$ cat src/logic/csirq_pkg.sv
// Purpose: Constants and carriers for the core status and interrupt register bank.
// Assumes: Registers sit at word index offsets; byte address is four times the index.
// Notes:   Reset values follow the power-on column; unknown bits reset to zero.
package csirq_pkg;
  // Register indices, one 32-bit word each on the bus.
  localparam logic [8:0] IDX_STATUS  = 9'h003;
  localparam logic [8:0] IDX_PFLAG_A = 9'h00C;
  localparam logic [8:0] IDX_PFLAG_B = 9'h00D;
  localparam logic [8:0] IDX_OPTION  = 9'h081;
  localparam logic [8:0] IDX_PEN_A   = 9'h08C;
  localparam logic [8:0] IDX_PEN_B   = 9'h08D;
  localparam logic [8:0] IDX_PWR     = 9'h08E;
  localparam logic [8:0] IDX_IRQCTL  = 9'h10B;
  // Status word fields.
  localparam int ST_IRP = 7;
  localparam int ST_RP1 = 6;
  localparam int ST_RP0 = 5;
  localparam int ST_WDX = 4;
  localparam int ST_SLP = 3;
  localparam int ST_Z   = 2;
  localparam int ST_DC  = 1;
  localparam int ST_C   = 0;
  // Option word fields.
  localparam int OP_PUD = 7;
  localparam int OP_EDG = 6;
  localparam int OP_SRC = 5;
  localparam int OP_T0E = 4;
  localparam int OP_PSA = 3;
  // Interrupt control word fields.
  localparam int IC_GIE  = 7;
  localparam int IC_PERIPH_IRQ_ENABLE = 6;
  localparam int IC_T0IE = 5;
  localparam int IC_INTE = 4;
  localparam int IC_PORT_CHANGE_IRQ_ENABLE = 3;
  localparam int IC_T0IF = 2;
  localparam int IC_EXT_PIN_IRQ_FLAG = 1;
  localparam int IC_PORT_CHANGE_IRQ_FLAG = 0;
  // Peripheral flag word A read-only serial bits.
  localparam int PA_RX = 5;
  localparam int PA_TX = 4;
  // Power word fields.
  localparam int PW_POR = 1;
  localparam int PW_BOR = 0;
  // Reset values.
  localparam logic [7:0] RST_STATUS = 8'h18;
  localparam logic [7:0] RST_OPTION = 8'hFF;
  localparam logic [7:0] RST_ZERO   = 8'h00;
  localparam logic [7:0] PEN_B_MASK = 8'h01;
  // Operands and control of one flag-affecting instruction.
  typedef struct packed {
    logic       upd;
    logic       sub;
    logic [7:0] a;
    logic [7:0] b;
  } csirq_alu_type;
endpackage : csirq_pkg

$ cat src/logic/csirq_regs.sv
// Operation
// - Flag-affecting instruction into status keeps its own zero, nibble and carry flags.
// - Watchdog-expiry and sleep bits ignore writes and reset to one.
// - In subtraction carry and nibble carry act as inverted borrows.
// - Edge select bit picks rising or falling external pin edge.
// - Timer0 source bit picks external pin or instruction clock.
// - Timer0 edge bit picks falling or rising external clock edge.
// - Prescale n divides timer0 by 2^(n+1) or watchdog by 2^n.
// - Prescaler on watchdog leaves timer0 undivided, and vice versa.
// - Flags set on their condition regardless of any enable.
// - Global enable allows unmasked interrupts, clear blocks every interrupt.
// - Peripheral enable must be set with an individual peripheral enable.
// - Timer0, external pin and port change interrupts have own enables.
// - External pin flag set on chosen edge, held until software clears.
// - Timer2 match flag set on match, held until software clears.
// - Timer1 overflow flag set on overflow, held until software clears.
// - Second enable and flag words: bits 7-1 read zero, bit 0 second capture.
// - Brownout flag set by software; hardware clears it on brownout reset.
//
// Purpose: Status, option and interrupt register bank of a small 8-bit core.
// Assumes: Avalon-MM slave, one wait state on every access; events are one-cycle pulses.
// Notes:   Hardware set wins over a software clear in the same cycle.
`timescale 1ns/1ns
module csirq_regs #(
  parameter int PRE_W = 8
) (
  // Clock and reset.
  input  wire logic                 clock_in,
  input  wire logic                 rst_in,
  // Avalon-MM slave.
  input  wire logic [10:0]          avs_address_in,
  input  wire logic                 avs_read_in,
  input  wire logic                 avs_write_in,
  input  wire logic [31:0]          avs_writedata_in,
  output logic      [31:0]          avs_readdata_out,
  output logic                      avs_waitrequest_out,
  // Core side.
  input  wire csirq_pkg::csirq_alu_type alu_in,
  input  wire logic                 clear_wdog_in,
  input  wire logic                 wdog_expire_in,
  input  wire logic                 sleep_enter_in,
  input  wire logic [6:0]           direct_addr_in,
  input  wire logic [7:0]           indirect_ptr_in,
  output logic      [8:0]           direct_addr_out,
  output logic      [8:0]           indirect_addr_out,
  output logic      [7:0]           alu_result_out,
  output logic                      port_pullup_disable_out,
  // Pins, asynchronous.
  input  wire logic                 ext_irq_pin_in,
  input  wire logic                 timer0_ext_clock_pin_in,
  // Event sources.
  input  wire logic                 wdog_osc_tick_in,
  input  wire logic                 port_change_in,
  input  wire logic [7:0]           periph_evt_a_in,
  input  wire logic                 serial_rx_flag_in,
  input  wire logic                 serial_tx_flag_in,
  input  wire logic                 capcmp_b_evt_in,
  input  wire logic                 por_evt_in,
  input  wire logic                 brownout_reset_in,
  // Timer and interrupt outputs.
  output logic      [7:0]           timer0_count_out,
  output logic                      wdog_tick_out,
  output logic                      irq_req_out
);
  import csirq_pkg::*;

  // Register state.
  logic [7:0] status_ff, option_ff, irqctl_ff;
  logic [7:0] pflag_a_ff, pen_a_ff, pwr_ff;
  logic       pflag_b_ff, pen_b_ff;
  logic [7:0] nxt_status, nxt_irqctl, nxt_pflag_a, nxt_pwr;
  logic       nxt_pflag_b;
  logic [7:0] t0_cnt_ff;
  logic [PRE_W-1:0] pre_cnt_ff;
  logic       ack_ff, wdog_tick_ff;
  logic [31:0] rdata_ff;
  logic [7:0] res_ff;
  logic       int_s1_ff, int_s2_ff, int_prev_ff;
  logic       t0p_s1_ff, t0p_s2_ff, t0p_prev_ff;

  // Bus decode; the index is the byte address over four.
  wire [8:0] idx     = avs_address_in[10:2];
  wire       req     = avs_read_in | avs_write_in;
  wire       wr_take = avs_write_in & ack_ff;
  wire       wr_st   = wr_take & (idx == IDX_STATUS);
  wire       wr_op   = wr_take & (idx == IDX_OPTION);
  wire       wr_ic   = wr_take & (idx == IDX_IRQCTL);
  wire       wr_fa   = wr_take & (idx == IDX_PFLAG_A);
  wire       wr_fb   = wr_take & (idx == IDX_PFLAG_B);
  wire       wr_ea   = wr_take & (idx == IDX_PEN_A);
  wire       wr_eb   = wr_take & (idx == IDX_PEN_B);
  wire       wr_pw   = wr_take & (idx == IDX_PWR);
  wire [7:0] wd      = avs_writedata_in[7:0];

  // Requests wait exactly one cycle so read data can come from a flop.
  assign avs_waitrequest_out = req & ~ack_ff;
  assign avs_readdata_out    = rdata_ff;

  // Read multiplexer; unmapped indices read as zero.
  wire [7:0] rd_sel =
    (idx == IDX_STATUS)  ? status_ff :
    (idx == IDX_OPTION)  ? option_ff :
    (idx == IDX_IRQCTL)  ? irqctl_ff :
    (idx == IDX_PFLAG_A) ? pflag_a_ff :
    (idx == IDX_PFLAG_B) ? {7'h00, pflag_b_ff} :
    (idx == IDX_PEN_A)   ? pen_a_ff :
    (idx == IDX_PEN_B)   ? {7'h00, pen_b_ff} :
    (idx == IDX_PWR)     ? pwr_ff : 8'h00;

  // Bus handshake and read capture.
  always_ff @(posedge clock_in) begin
    if (rst_in) begin
      ack_ff   <= 1'b0;
      rdata_ff <= 32'h0000_0000;
    end else begin
      ack_ff   <= req & ~ack_ff;
      if (avs_read_in & ~ack_ff) begin
        rdata_ff <= {24'h00_0000, rd_sel};
      end
    end
  end

  // subtract as add of complement
  // A subtract adds the complement plus one, so carry-out means no borrow.
  wire [7:0] opb   = alu_in.sub ? ~alu_in.b : alu_in.b;
  wire       cin   = alu_in.sub;
  wire [4:0] nib   = {1'b0, alu_in.a[3:0]} + {1'b0, opb[3:0]} + {4'h0, cin};
  wire [8:0] sum   = {1'b0, alu_in.a} + {1'b0, opb} + {8'h00, cin};
  wire       f_z   = (sum[7:0] == 8'h00);

  // Status next value.
  always_comb begin
    nxt_status = status_ff;
    if (wr_st) begin
      nxt_status[ST_IRP] = wd[ST_IRP];
      nxt_status[ST_RP1] = wd[ST_RP1];
      nxt_status[ST_RP0] = wd[ST_RP0];
      nxt_status[ST_Z]   = wd[ST_Z];
      nxt_status[ST_DC]  = wd[ST_DC];
      nxt_status[ST_C]   = wd[ST_C];
    end
    if (alu_in.upd) begin
      nxt_status[ST_Z]  = f_z;
      nxt_status[ST_DC] = nib[4];
      nxt_status[ST_C]  = sum[8];
    end
    if (clear_wdog_in) begin
      nxt_status[ST_WDX] = 1'b1;
      nxt_status[ST_SLP] = 1'b1;
    end
    if (wdog_expire_in) begin
      nxt_status[ST_WDX] = 1'b0;
    end
    if (sleep_enter_in) begin
      nxt_status[ST_SLP] = 1'b0;
    end
  end

  // Status, option and result registers.
  always_ff @(posedge clock_in) begin
    if (rst_in) begin
      status_ff <= RST_STATUS;
      option_ff <= RST_OPTION;
      res_ff    <= RST_ZERO;
    end else begin
      status_ff <= nxt_status;
      if (wr_op) begin
        option_ff <= wd;
      end
      if (alu_in.upd) begin
        res_ff <= sum[7:0];
      end
    end
  end
  assign alu_result_out          = res_ff;
  assign port_pullup_disable_out = option_ff[OP_PUD];

  assign indirect_addr_out = {status_ff[ST_IRP], indirect_ptr_in};
  assign direct_addr_out = {status_ff[ST_RP1], status_ff[ST_RP0], direct_addr_in};

  // Pin synchronisers; the first stage feeds only the second.
  always_ff @(posedge clock_in) begin
    if (rst_in) begin
      int_s1_ff   <= 1'b0;
      int_s2_ff   <= 1'b0;
      int_prev_ff <= 1'b0;
      t0p_s1_ff   <= 1'b0;
      t0p_s2_ff   <= 1'b0;
      t0p_prev_ff <= 1'b0;
    end else begin
      int_s1_ff   <= ext_irq_pin_in;
      int_s2_ff   <= int_s1_ff;
      int_prev_ff <= int_s2_ff;
      t0p_s1_ff   <= timer0_ext_clock_pin_in;
      t0p_s2_ff   <= t0p_s1_ff;
      t0p_prev_ff <= t0p_s2_ff;
    end
  end

  wire int_rise = int_s2_ff & ~int_prev_ff;
  wire int_fall = ~int_s2_ff & int_prev_ff;
  wire int_evt  = option_ff[OP_EDG] ? int_rise : int_fall;

  wire t0p_rise = t0p_s2_ff & ~t0p_prev_ff;
  wire t0p_fall = ~t0p_s2_ff & t0p_prev_ff;
  wire t0p_evt  = option_ff[OP_T0E] ? t0p_fall : t0p_rise;
  wire t0_src   = option_ff[OP_SRC] ? t0p_evt : 1'b1;

  // prescaler rate masks
  // The shared counter passes one tick per full rollover of the masked low bits.
  wire [2:0]       rate     = option_ff[2:0];
  wire             prescaler_assign      = option_ff[OP_PSA];
  wire [PRE_W-1:0] t0_mask  = PRE_W'((9'h002 << rate) - 9'h001);
  wire [PRE_W-1:0] wd_mask  = PRE_W'((9'h001 << rate) - 9'h001);
  wire [PRE_W-1:0] mask     = prescaler_assign ? wd_mask : t0_mask;
  wire             pre_src  = prescaler_assign ? wdog_osc_tick_in : t0_src;
  wire             pre_tick = pre_src & ((pre_cnt_ff & mask) == mask);
  wire             t0_inc   = prescaler_assign ? t0_src : pre_tick;
  wire             wd_inc   = prescaler_assign ? pre_tick : wdog_osc_tick_in;
  wire             t0_ovf   = t0_inc & (t0_cnt_ff == 8'hFF);

  // Prescaler and timer0 counter.
  always_ff @(posedge clock_in) begin
    if (rst_in) begin
      pre_cnt_ff   <= '0;
      t0_cnt_ff    <= 8'h00;
      wdog_tick_ff <= 1'b0;
    end else begin
      if (pre_src) begin
        pre_cnt_ff <= pre_cnt_ff + PRE_W'(1);
      end
      if (t0_inc) begin
        t0_cnt_ff <= t0_cnt_ff + 8'h01;
      end
      wdog_tick_ff <= wd_inc;
    end
  end
  assign timer0_count_out = t0_cnt_ff;
  assign wdog_tick_out    = wdog_tick_ff;

  // Interrupt control word; events override a same-cycle clear.
  always_comb begin
    nxt_irqctl = wr_ic ? wd : irqctl_ff;
    if (t0_ovf) begin
      nxt_irqctl[IC_T0IF] = 1'b1;
    end
    if (int_evt) begin
      nxt_irqctl[IC_EXT_PIN_IRQ_FLAG] = 1'b1;
    end
    if (port_change_in) begin
      nxt_irqctl[IC_PORT_CHANGE_IRQ_FLAG] = 1'b1;
    end
  end

  // Peripheral flags; serial bits mirror their sources only.
  always_comb begin
    nxt_pflag_a = wr_fa ? wd : pflag_a_ff;
    nxt_pflag_a = nxt_pflag_a | periph_evt_a_in;
    nxt_pflag_a[PA_RX] = serial_rx_flag_in;
    nxt_pflag_a[PA_TX] = serial_tx_flag_in;
    nxt_pflag_b = (wr_fb ? wd[0] : pflag_b_ff) | capcmp_b_evt_in;
  end

  always_comb begin
    nxt_pwr = wr_pw ? (wd & 8'h03) : pwr_ff;
    if (por_evt_in) begin
      nxt_pwr[PW_POR] = 1'b0;
    end
    if (brownout_reset_in) begin
      nxt_pwr[PW_BOR] = 1'b0;
    end
  end

  // Interrupt and peripheral registers.
  always_ff @(posedge clock_in) begin
    if (rst_in) begin
      irqctl_ff  <= RST_ZERO;
      pflag_a_ff <= RST_ZERO;
      pflag_b_ff <= 1'b0;
      pen_a_ff   <= RST_ZERO;
      pen_b_ff   <= 1'b0;
      pwr_ff     <= RST_ZERO;
    end else begin
      irqctl_ff  <= nxt_irqctl;
      pflag_a_ff <= nxt_pflag_a;
      pflag_b_ff <= nxt_pflag_b;
      pwr_ff     <= nxt_pwr;
      if (wr_ea) begin
        pen_a_ff <= wd;
      end
      if (wr_eb) begin
        pen_b_ff <= wd[0];
      end
    end
  end

  wire core_hit = (irqctl_ff[IC_T0IE] & irqctl_ff[IC_T0IF])
                | (irqctl_ff[IC_INTE] & irqctl_ff[IC_EXT_PIN_IRQ_FLAG])
                | (irqctl_ff[IC_PORT_CHANGE_IRQ_ENABLE] & irqctl_ff[IC_PORT_CHANGE_IRQ_FLAG]);
  wire per_hit  = irqctl_ff[IC_PERIPH_IRQ_ENABLE]
                & ((|(pen_a_ff & pflag_a_ff)) | (pen_b_ff & pflag_b_ff));
  assign irq_req_out = irqctl_ff[IC_GIE] & (core_hit | per_hit);
endmodule // csirq_regs

$ cat config.mk
export PLATFORM = sky130hd
export DESIGN_NAME = csirq_regs
export DESIGN_NICKNAME = d
export VERILOG_FILES = /design/src/logic/csirq_pkg.sv /design/src/logic/csirq_regs.sv
export SDC_FILE = /design/constraint.sdc
export NUM_CORES = 1
export LEC_CHECK = 0
export BUFFER_PORTS_ARGS = -buffer_cell sky130_fd_sc_hd__buf_2
export CAP_MARGIN = 20
export CORE_ASPECT_RATIO = 1.5
export CORE_MARGIN = 10
export CORE_UTILIZATION = 25
export DETAILED_ROUTE_END_ITERATION = 7
export MAX_ROUTING_LAYER = met4
export PLACE_DENSITY = 0.54
export SYNTH_ARGS = -nofsm -noshare
export SYNTH_HDL_FRONTEND = slang
export SYNTH_SLANG_ARGS = --single-unit
export TNS_END_PERCENT = 20
$ cat constraint.sdc
create_clock -name clock_in -period 8.8 [get_ports clock_in]
set_clock_uncertainty 0.15 [all_clocks]
set_input_delay 0.44 -clock clock_in [delete_from_list [all_inputs] [get_ports clock_in]]
set_output_delay 0.44 -clock clock_in [all_outputs]
set_load 0.01 [all_outputs]
==> results of run 1 <==
final timing paths:
kind              cells past startpoint  slack (ps)               from                  end
setup / recovery                     10        5590       option_ff[0]  timer0_count_out[0]
hold / removal                        2         100  brownout_reset_in            pwr_ff[0]
setup reg to reg                     10        5590       option_ff[0]  timer0_count_out[0]
hold reg to reg                       1         290          t0p_s1_ff            t0p_s2_ff
metal layers:
| metal | up-vias | global-route usage (%) | part of all wire (%) |
|---|---|---|---|
| met3 | 18 | 2.69 | 5.8 |
| met5 | - | - | 0 |
| met4 | 0 | 3.65 | 1.8 |
| li1 | 1999 | - | - |
| met1 | 1815 | 12.1 | 43 |
| met2 | 117 | 17.7 | 50 |
metrics by stage:
| step | total power, uW | cell area [um2] |
|---|---|---|
| floorplan | 503 | 4840 |
| global placement | 531 | 5170 |
| detailed placement | 533 | 5170 |
| CTS | 943 | 5490 |
| global route | 975 | 5490 |
| finish | 927 | 5490 |
cells in the final DEF (no fill, tap or decap), types with 14 or more instances in the layout:
cell / n
xor2_1: 15
dfxtp_1: 84
nor3_1: 14
mux2i_1: 39
a21oi_1: 25
nor2b_1: 20
nand2_1: 33
conb_1: 24
buf_2: 87
nor2_1: 73
inv_1: 16
cell families (layout without fill, tap and decap cells):
| group | after synthesis | after routing | synth area share, % |
|---|---|---|---|
| xor gates and xnor gates | 22 | 22 | 4.06 |
| and+or+nand+nor | 205 | 205 | 22.2 |
| buffers and inverters | 83 | 121 | 10.3 |
| AOI/OAI and AO/OA | 97 | 97 | 14.7 |
| adders and majority gates | 13 | 13 | 3.58 |
| other | 1 | 26 | 0.0789 |
| muxes | 45 | 45 | 9.64 |
| DFF | 84 | 84 | 35.4 |
critical path, delay by kind of cell, from the launching register on:
kind                       cells  cell delay [ps]
DFF                            1              400
buffers and inverters          1               60
muxes                          1              300
and+or+nand+nor                3              620
adders and majority gates      2              680
AOI/OAI and AO/OA              3              880
area by class of cell:
class / count / area, um2 / area share [%]
Clock inverter: 6 / 76.3 / 1.39
Clock buffer: 10 / 239 / 4.35
Tap cell: 252 / 315 / 5.74
Multi-Input combinational cell: 406 / 2670 / 48.5
Sequential cell: 84 / 1680 / 30.6
Inverter: 16 / 60.1 / 1.09
Timing Repair Buffer: 89 / 450 / 8.20
Antenna cell: 2 / 5.00 / 0.0911
flip-flops by register name (all words and copies together), names as in the netlist, 2 cells and up:
signal / flops
irqctl_ff: 8
pflag_a_ff: 8
alu_result_out: 8
pen_a_ff: 8
avs_readdata_out: 8
status_ff: 8
option_ff: 8
pre_cnt_ff: 8
timer0_count_out: 8
pwr_ff: 2
where the power goes:
group / total [uW] / internal, uW / switching [uW]
clock network: 404 / 233 / 170
logic: 117 / 49.6 / 67.6
registers: 406 / 395 / 10.4
==> metrics.md, run 1 <==
| Metric | Value |
|---|---|
| DR pass1 iterations | `4` |
| CTS clk-pin slew, worst paths | `70 ps` |
| Share of cells above drive strength 1 | `19.8%` |
| Total of max-cap violations | `0` |
| Clock buffer count from CTS | `9` |
| Critical path arrival | `3290 ps` |
| Post-synth top area share | `35.4%` |
| Syn_area_per_cell | `8.64 um2` |
| Pin slew with the least headroom to its limit | `931 ps` |
| Gpl congestion | `0.817` |
| Row count | `61` |
| Warning count from the yosys run | `0` |
| Main area contributors after synthesis | `dfxtp_1 (35%), mux2i_1 (8.2%), buf_4 (6.8%)` |
| Commonest cells in the netlist | `dfxtp_1 (84), nor2_1 (73), buf_4 (43)` |
| Main flop type after synthesis | `dfxtp_1` |
| Number of I/O pins | `170` |
| Final Core Density | `29.5%` |
| Number of synthesized flops with an enable pin | `0` |
| Worst-path cell chain | `inv_1, ha_1, nand2_1, ha_1, or3b_1, a21o_1, a31o_1, a41oi_2, nor2b_1, mux2_2` |
| Status | `finished clean` |
| Seq cells post-synth | `84` |
| Drt drc | `0` |
| Distinct cells, synth | `65` |
| Sequential fraction of the synthesis area | `35.4%` |
| Power per standard cell area | `169 nW/um2` |
| Critical path class | `reg -> reg` |
| Largest net degree at the start of global routing | `90` |
| Hold Buf Count CTS | `0` |
| Initial Utilization | `25.5%` |
| Hpwl dp | `9950 um` |
| CTS tree | `done` |
| 1st-iter DRT viols | `177` |
| Clock buffer depth | `2` |
| Antenna viol nets, final | `0` |
| Slew Limit Fails | `0` |
| Post-Syn Instances | `550` |
| WL/cell | `14.9 um` |
| Die W | `133 um` |
| Core Region | `18,600 um2` |
| Vias per cell | `4.57` |
| Startpoint Class | `register` |
| Cell Area, Synth | `4750 um2` |
| Max-slew headroom | `37.9%` |
| Area growth syn-to-layout | `15.6%` |
| Slowest stage delay, CP | `500 ps` |
| # fillers | `2,062` |
| Total setup buffers inserted after CTS | `0` |
| Crit. End Element | `register` |
| CTS Sinks | `84` |
| Vias in the first global route | `4,112` |
| Root Driver | `clkbuf_16` |
| CP max-delay cell | `a41oi_2` |
| CP required | `8880 ps` |
| Global route overflow | `0` |
| Hold Crit Class | `in -> reg` |
| Total leakage power | `0.00251 uW` |
| Non-Filler Instances | `865` |
| Post-Route WL | `12,900 um` |
| Final Critical Period | `3210 ps` |
| Worst Path Max Fanout | `11` |
| Ys async rst share | `0%` |
| Clk_lat worst skew | `350 ps` |
| Max Clock Freq | `312 MHz` |
| Synth area leader | `dfxtp_1` |
| Endpoints failing setup | `0` |
| Most frequent cell after synthesis | `dfxtp_1` |
| H-tree Lvls | `3` |
| GRT Util Overall | `10.6%` |
| First-pass GRT wire length | `21,200 um` |
| IO buf count | `87` |
| Via count | `3,949` |
| Initial antenna violation count | `2` |
| RSZ-0062 raised after global routing | `false` |
| Final setup margin | `5590 ps` |
| Nets | `719` |
| Final period util | `36.5%` |
| # placed instances | `847` |
| Peak supply drop | `0.0000886 V` |
| Chip Height | `189 um` |
| Most frequent CP cell | `ha_1` |
| Place WS | `5580 ps` |
| Die Area | `25,000 um2` |
| Fin Setup TNS | `0 ps` |
| Final hold vios | `0` |
| Worst Hold Margin | `103 ps` |
| Post_cts resized | `0` |
Note: power is estimated with default switching activity, not from simulation.
==> inputs of run 2 (changes only) <==
--- a/config.mk
+++ b/config.mk
@@ -5,6 +5,7 @@
 export SDC_FILE = /design/constraint.sdc
 export NUM_CORES = 1
 export LEC_CHECK = 0
+export ABC_AREA = 1
 export BUFFER_PORTS_ARGS = -buffer_cell sky130_fd_sc_hd__buf_2
 export CAP_MARGIN = 20
 export CORE_ASPECT_RATIO = 1.5
@@ -12,7 +13,7 @@
 export CORE_UTILIZATION = 25
 export DETAILED_ROUTE_END_ITERATION = 7
 export MAX_ROUTING_LAYER = met4
-export PLACE_DENSITY = 0.54
+export PLACE_DENSITY = 0.55
 export SYNTH_ARGS = -nofsm -noshare
 export SYNTH_HDL_FRONTEND = slang
 export SYNTH_SLANG_ARGS = --single-unit
==> constraint.sdc (replaced) <==
create_clock -name clock_in -period 2.8 [get_ports clock_in]
set_clock_uncertainty 0.15 [all_clocks]
set_input_delay 0.14 -clock clock_in [delete_from_list [all_inputs] [get_ports clock_in]]
set_output_delay 0.14 -clock clock_in [all_outputs]
set_load 0.01 [all_outputs]
==> metrics.md, run 2 <==
| Metric | Value |
|---|---|
| Total setup buffers inserted after CTS | `0` |
| Most frequent CP cell | `nand2_1` |
| CP required | `2920 ps` |
| Commonest cells in the netlist | `nand2_1 (142), inv_1 (98), dfxtp_1 (84)` |
| Initial antenna violation count | `0` |
| Vias in the first global route | `4,616` |
| Fin area | `6030 um2` |
| Worst reg2reg path startpoint | `option_ff[0]` |
| Area growth syn-to-layout | `22.2%` |
| Max-slew headroom | `56.5%` |
| Post-synth top area share | `34.1%` |
| Setup crit end | `timer0_count_out[2]` |
| Post-Syn Instances | `705` |
| Power per standard cell area | `468 nW/um2` |
| Most common cell after layout, fill and taps aside | `nand2_1` |
| Hpwl dp | `11,500 um` |
| Status | `finished clean` |
| Critical path class | `reg -> reg` |
| Largest net degree at the start of global routing | `49` |
| Buffers & Inverters on Critical Path | `3` |
| Drt drc | `0` |
| Nets | `915` |
| Final period util | `90.1%` |
| Worst-path cell chain | `inv_1, ha_1, nand3_2, ha_1, inv_1, nor2_2, nand2_1, nand2_1, nand2_1, nand2_1, nand3_1, nor2_1, nand2_1, nand2_4, buf_4, nand3_2, a21oi_2` |
| GRT Util Overall | `11.4%` |
| Main area contributors after synthesis | `dfxtp_1 (34%), nand2_1 (11%), inv_1 (7.5%)` |
| Row count | `62` |
| Number of I/O pins | `170` |
| DR pass1 iterations | `4` |
| Hold Crit Class | `in -> reg` |
| Total of max-cap violations | `0` |
| Post-Route WL | `14,500 um` |
| Syn_area_per_cell | `7.00 um2` |
| Dpl cell area | `5420 um2` |
| # fillers | `2,147` |
| Multi-input logic area | `2540 um2` |
| Sequential fraction of the synthesis area | `34.1%` |
| CP max-delay cell | `dfxtp_1` |
| Seq cells post-synth | `84` |
| Global route overflow | `0` |
| CTS clk-pin slew, worst paths | `60 ps` |
| Critical path arrival | `2640 ps` |
| Sequential cell area | `1680 um2` |
| Worst Path Max Fanout | `7` |
| Number of synthesized flops with an enable pin | `0` |
| Die W | `135 um` |
| Main flop type after synthesis | `dfxtp_1` |
| Max Clock Freq | `397 MHz` |
| Critical path depth in cells | `17` |
| # placed instances | `1,017` |
| Total leakage power | `0.00285 uW` |
| Initial Utilization | `25.5%` |
| Crit path from | `option_ff[0]` |
| RSZ-0062 raised after global routing | `false` |
| Final hold vios | `0` |
| Vias per cell | `4.35` |
| Most frequent cells in the layout | `nand2_1 (141), inv_1 (98), buf_2 (87), dfxtp_1 (84), o21ai_0 (56)` |
| IO buf count | `87` |
| Warning count from the yosys run | `0` |
| Share of cells above drive strength 1 | `18.0%` |
| Crit. End Element | `register` |
| Peak supply drop | `0.000230 V` |
| Distinct cells, synth | `41` |
| 1st-iter DRT viols | `192` |
| Via count | `4,628` |
| Ys async rst share | `0%` |
| Final Critical Period | `2520 ps` |
| Clock buffer count from CTS | `9` |
| Non-Filler Instances | `1,063` |
| Core Region | `19,300 um2` |
| Slew Limit Fails | `0` |
| Min-Delay Startpoint | `alu_in[0]` |
| Slowest stage delay, CP | `380 ps` |
| Fin Setup TNS | `0 ps` |
| WL/cell | `13.6 um` |
| Cell Area, Synth | `4930 um2` |
| Synth area leader | `dfxtp_1` |
| Clk_lat worst skew | `340 ps` |
| Worst path top cell family by delay | `simple AND/OR/NAND/NOR gates` |
| N_diodes | `0` |
| CTS tree | `done` |
| Total power after layout | `2820 uW` |
| Endpoints failing setup | `0` |
| Startpoint Class | `register` |
| Most frequent cell after synthesis | `nand2_1` |
| Antenna viol nets, final | `0` |
| H-tree Lvls | `3` |
| Worst Hold Margin | `45.3 ps` |
| Gpl congestion | `0.873` |
| First-pass GRT wire length | `23,100 um` |
| Clock buffer depth | `2` |
| Worst Reg-to-Reg Cells | `17` |
| Chip Height | `192 um` |
| Pin slew with the least headroom to its limit | `649 ps` |
| CTS Sinks | `84` |
| Register-to-register setup slack | `280 ps` |
| Critical R2R Capture | `timer0_count_out[2]` |
| Root Driver | `clkbuf_16` |
| Die Area | `25,900 um2` |
==> run 2: what timing repair did <==
action / CTS / global route
hold buffers: 30 / 0
hold endpoints to repair: 31 / 0
gates resized for setup: 0 / 3
setup endpoints to repair: 0 / 7
==> run 2: how the worst min path moves through the flow <==
| stage | to | cells past startpoint |
|---|---|---|
| after floorplan | int_s1_ff | 2 |
| after global placement | direct_addr_out[0] | 0 |
| after detailed placement | direct_addr_out[0] | 0 |
| after CTS | alu_result_out[0] | 5 |
| after global routing | status_ff[1] | 3 |
| final | alu_result_out[0] | 5 |
==> run 2: kinds of logic (layout without fill, tap and decap cells) <==
group / after synthesis / in the layout / synth area share [%]
adder cells (fa/ha/maj): 13 / 13 / 3.45
AND/OR/NAND/NOR: 282 / 282 / 26.2
XOR/XNOR: 20 / 20 / 3.55
other: 1 / 24 / 0.0760
flip-flops: 84 / 84 / 34.1
buffers and inverters: 164 / 243 / 16.4
AO/OA/AOI/OAI: 141 / 141 / 16.3
==> run 2: cell type report <==
class | count | area share, %
clock buffers | 10 | 3.80
clock inverters | 6 | 1.22
inverters | 102 | 6.47
multi-input cells | 480 | 42.1
flip-flops and latches | 84 | 27.9
well taps | 256 | 5.31
repair buffers | 125 | 13.2
==> run 2: per-stage QoR <==
step / worst slack [ps] / utilization [%]
after global placement: 214 / 28.0
final: 278 / 31.2
after CTS: 164 / 31.2
after detailed placement: 180 / 28.0
after global routing: 39.9 / 31.2
after floorplan: 550 / -
==> run 2: layer usage <==
| metal | global-route usage (%) | share of wire [%] |
|---|---|---|
| met5 | - | 0 |
| met4 | 4.70 | 2.0 |
| met3 | 1.57 | 4.2 |
| met2 | 21.3 | 54 |
| met1 | 11.8 | 40 |
==> run 2: power by group <==
group	internal [uW]	leakage, uW	switching (uW)
Sequential	1230	0.000686	25.0
Combinational	150	0.00202	216
Clock	700	0.000141	501
Total	2080	0.00285	741
==> run 2: worst register-to-register path, stage by stage (launching register included) <==
cell and delay (ps):
dfxtp_1 380, inv_1 60, ha_1 340, nand3_2 120, ha_1 190, inv_1 70, nor2_2 140, nand2_1 70
nand2_1 60, nand2_1 50, nand2_1 50, nand3_1 70, nor2_1 80, nand2_1 100, nand2_4 130, buf_4 180
nand3_2 70, a21oi_2 130
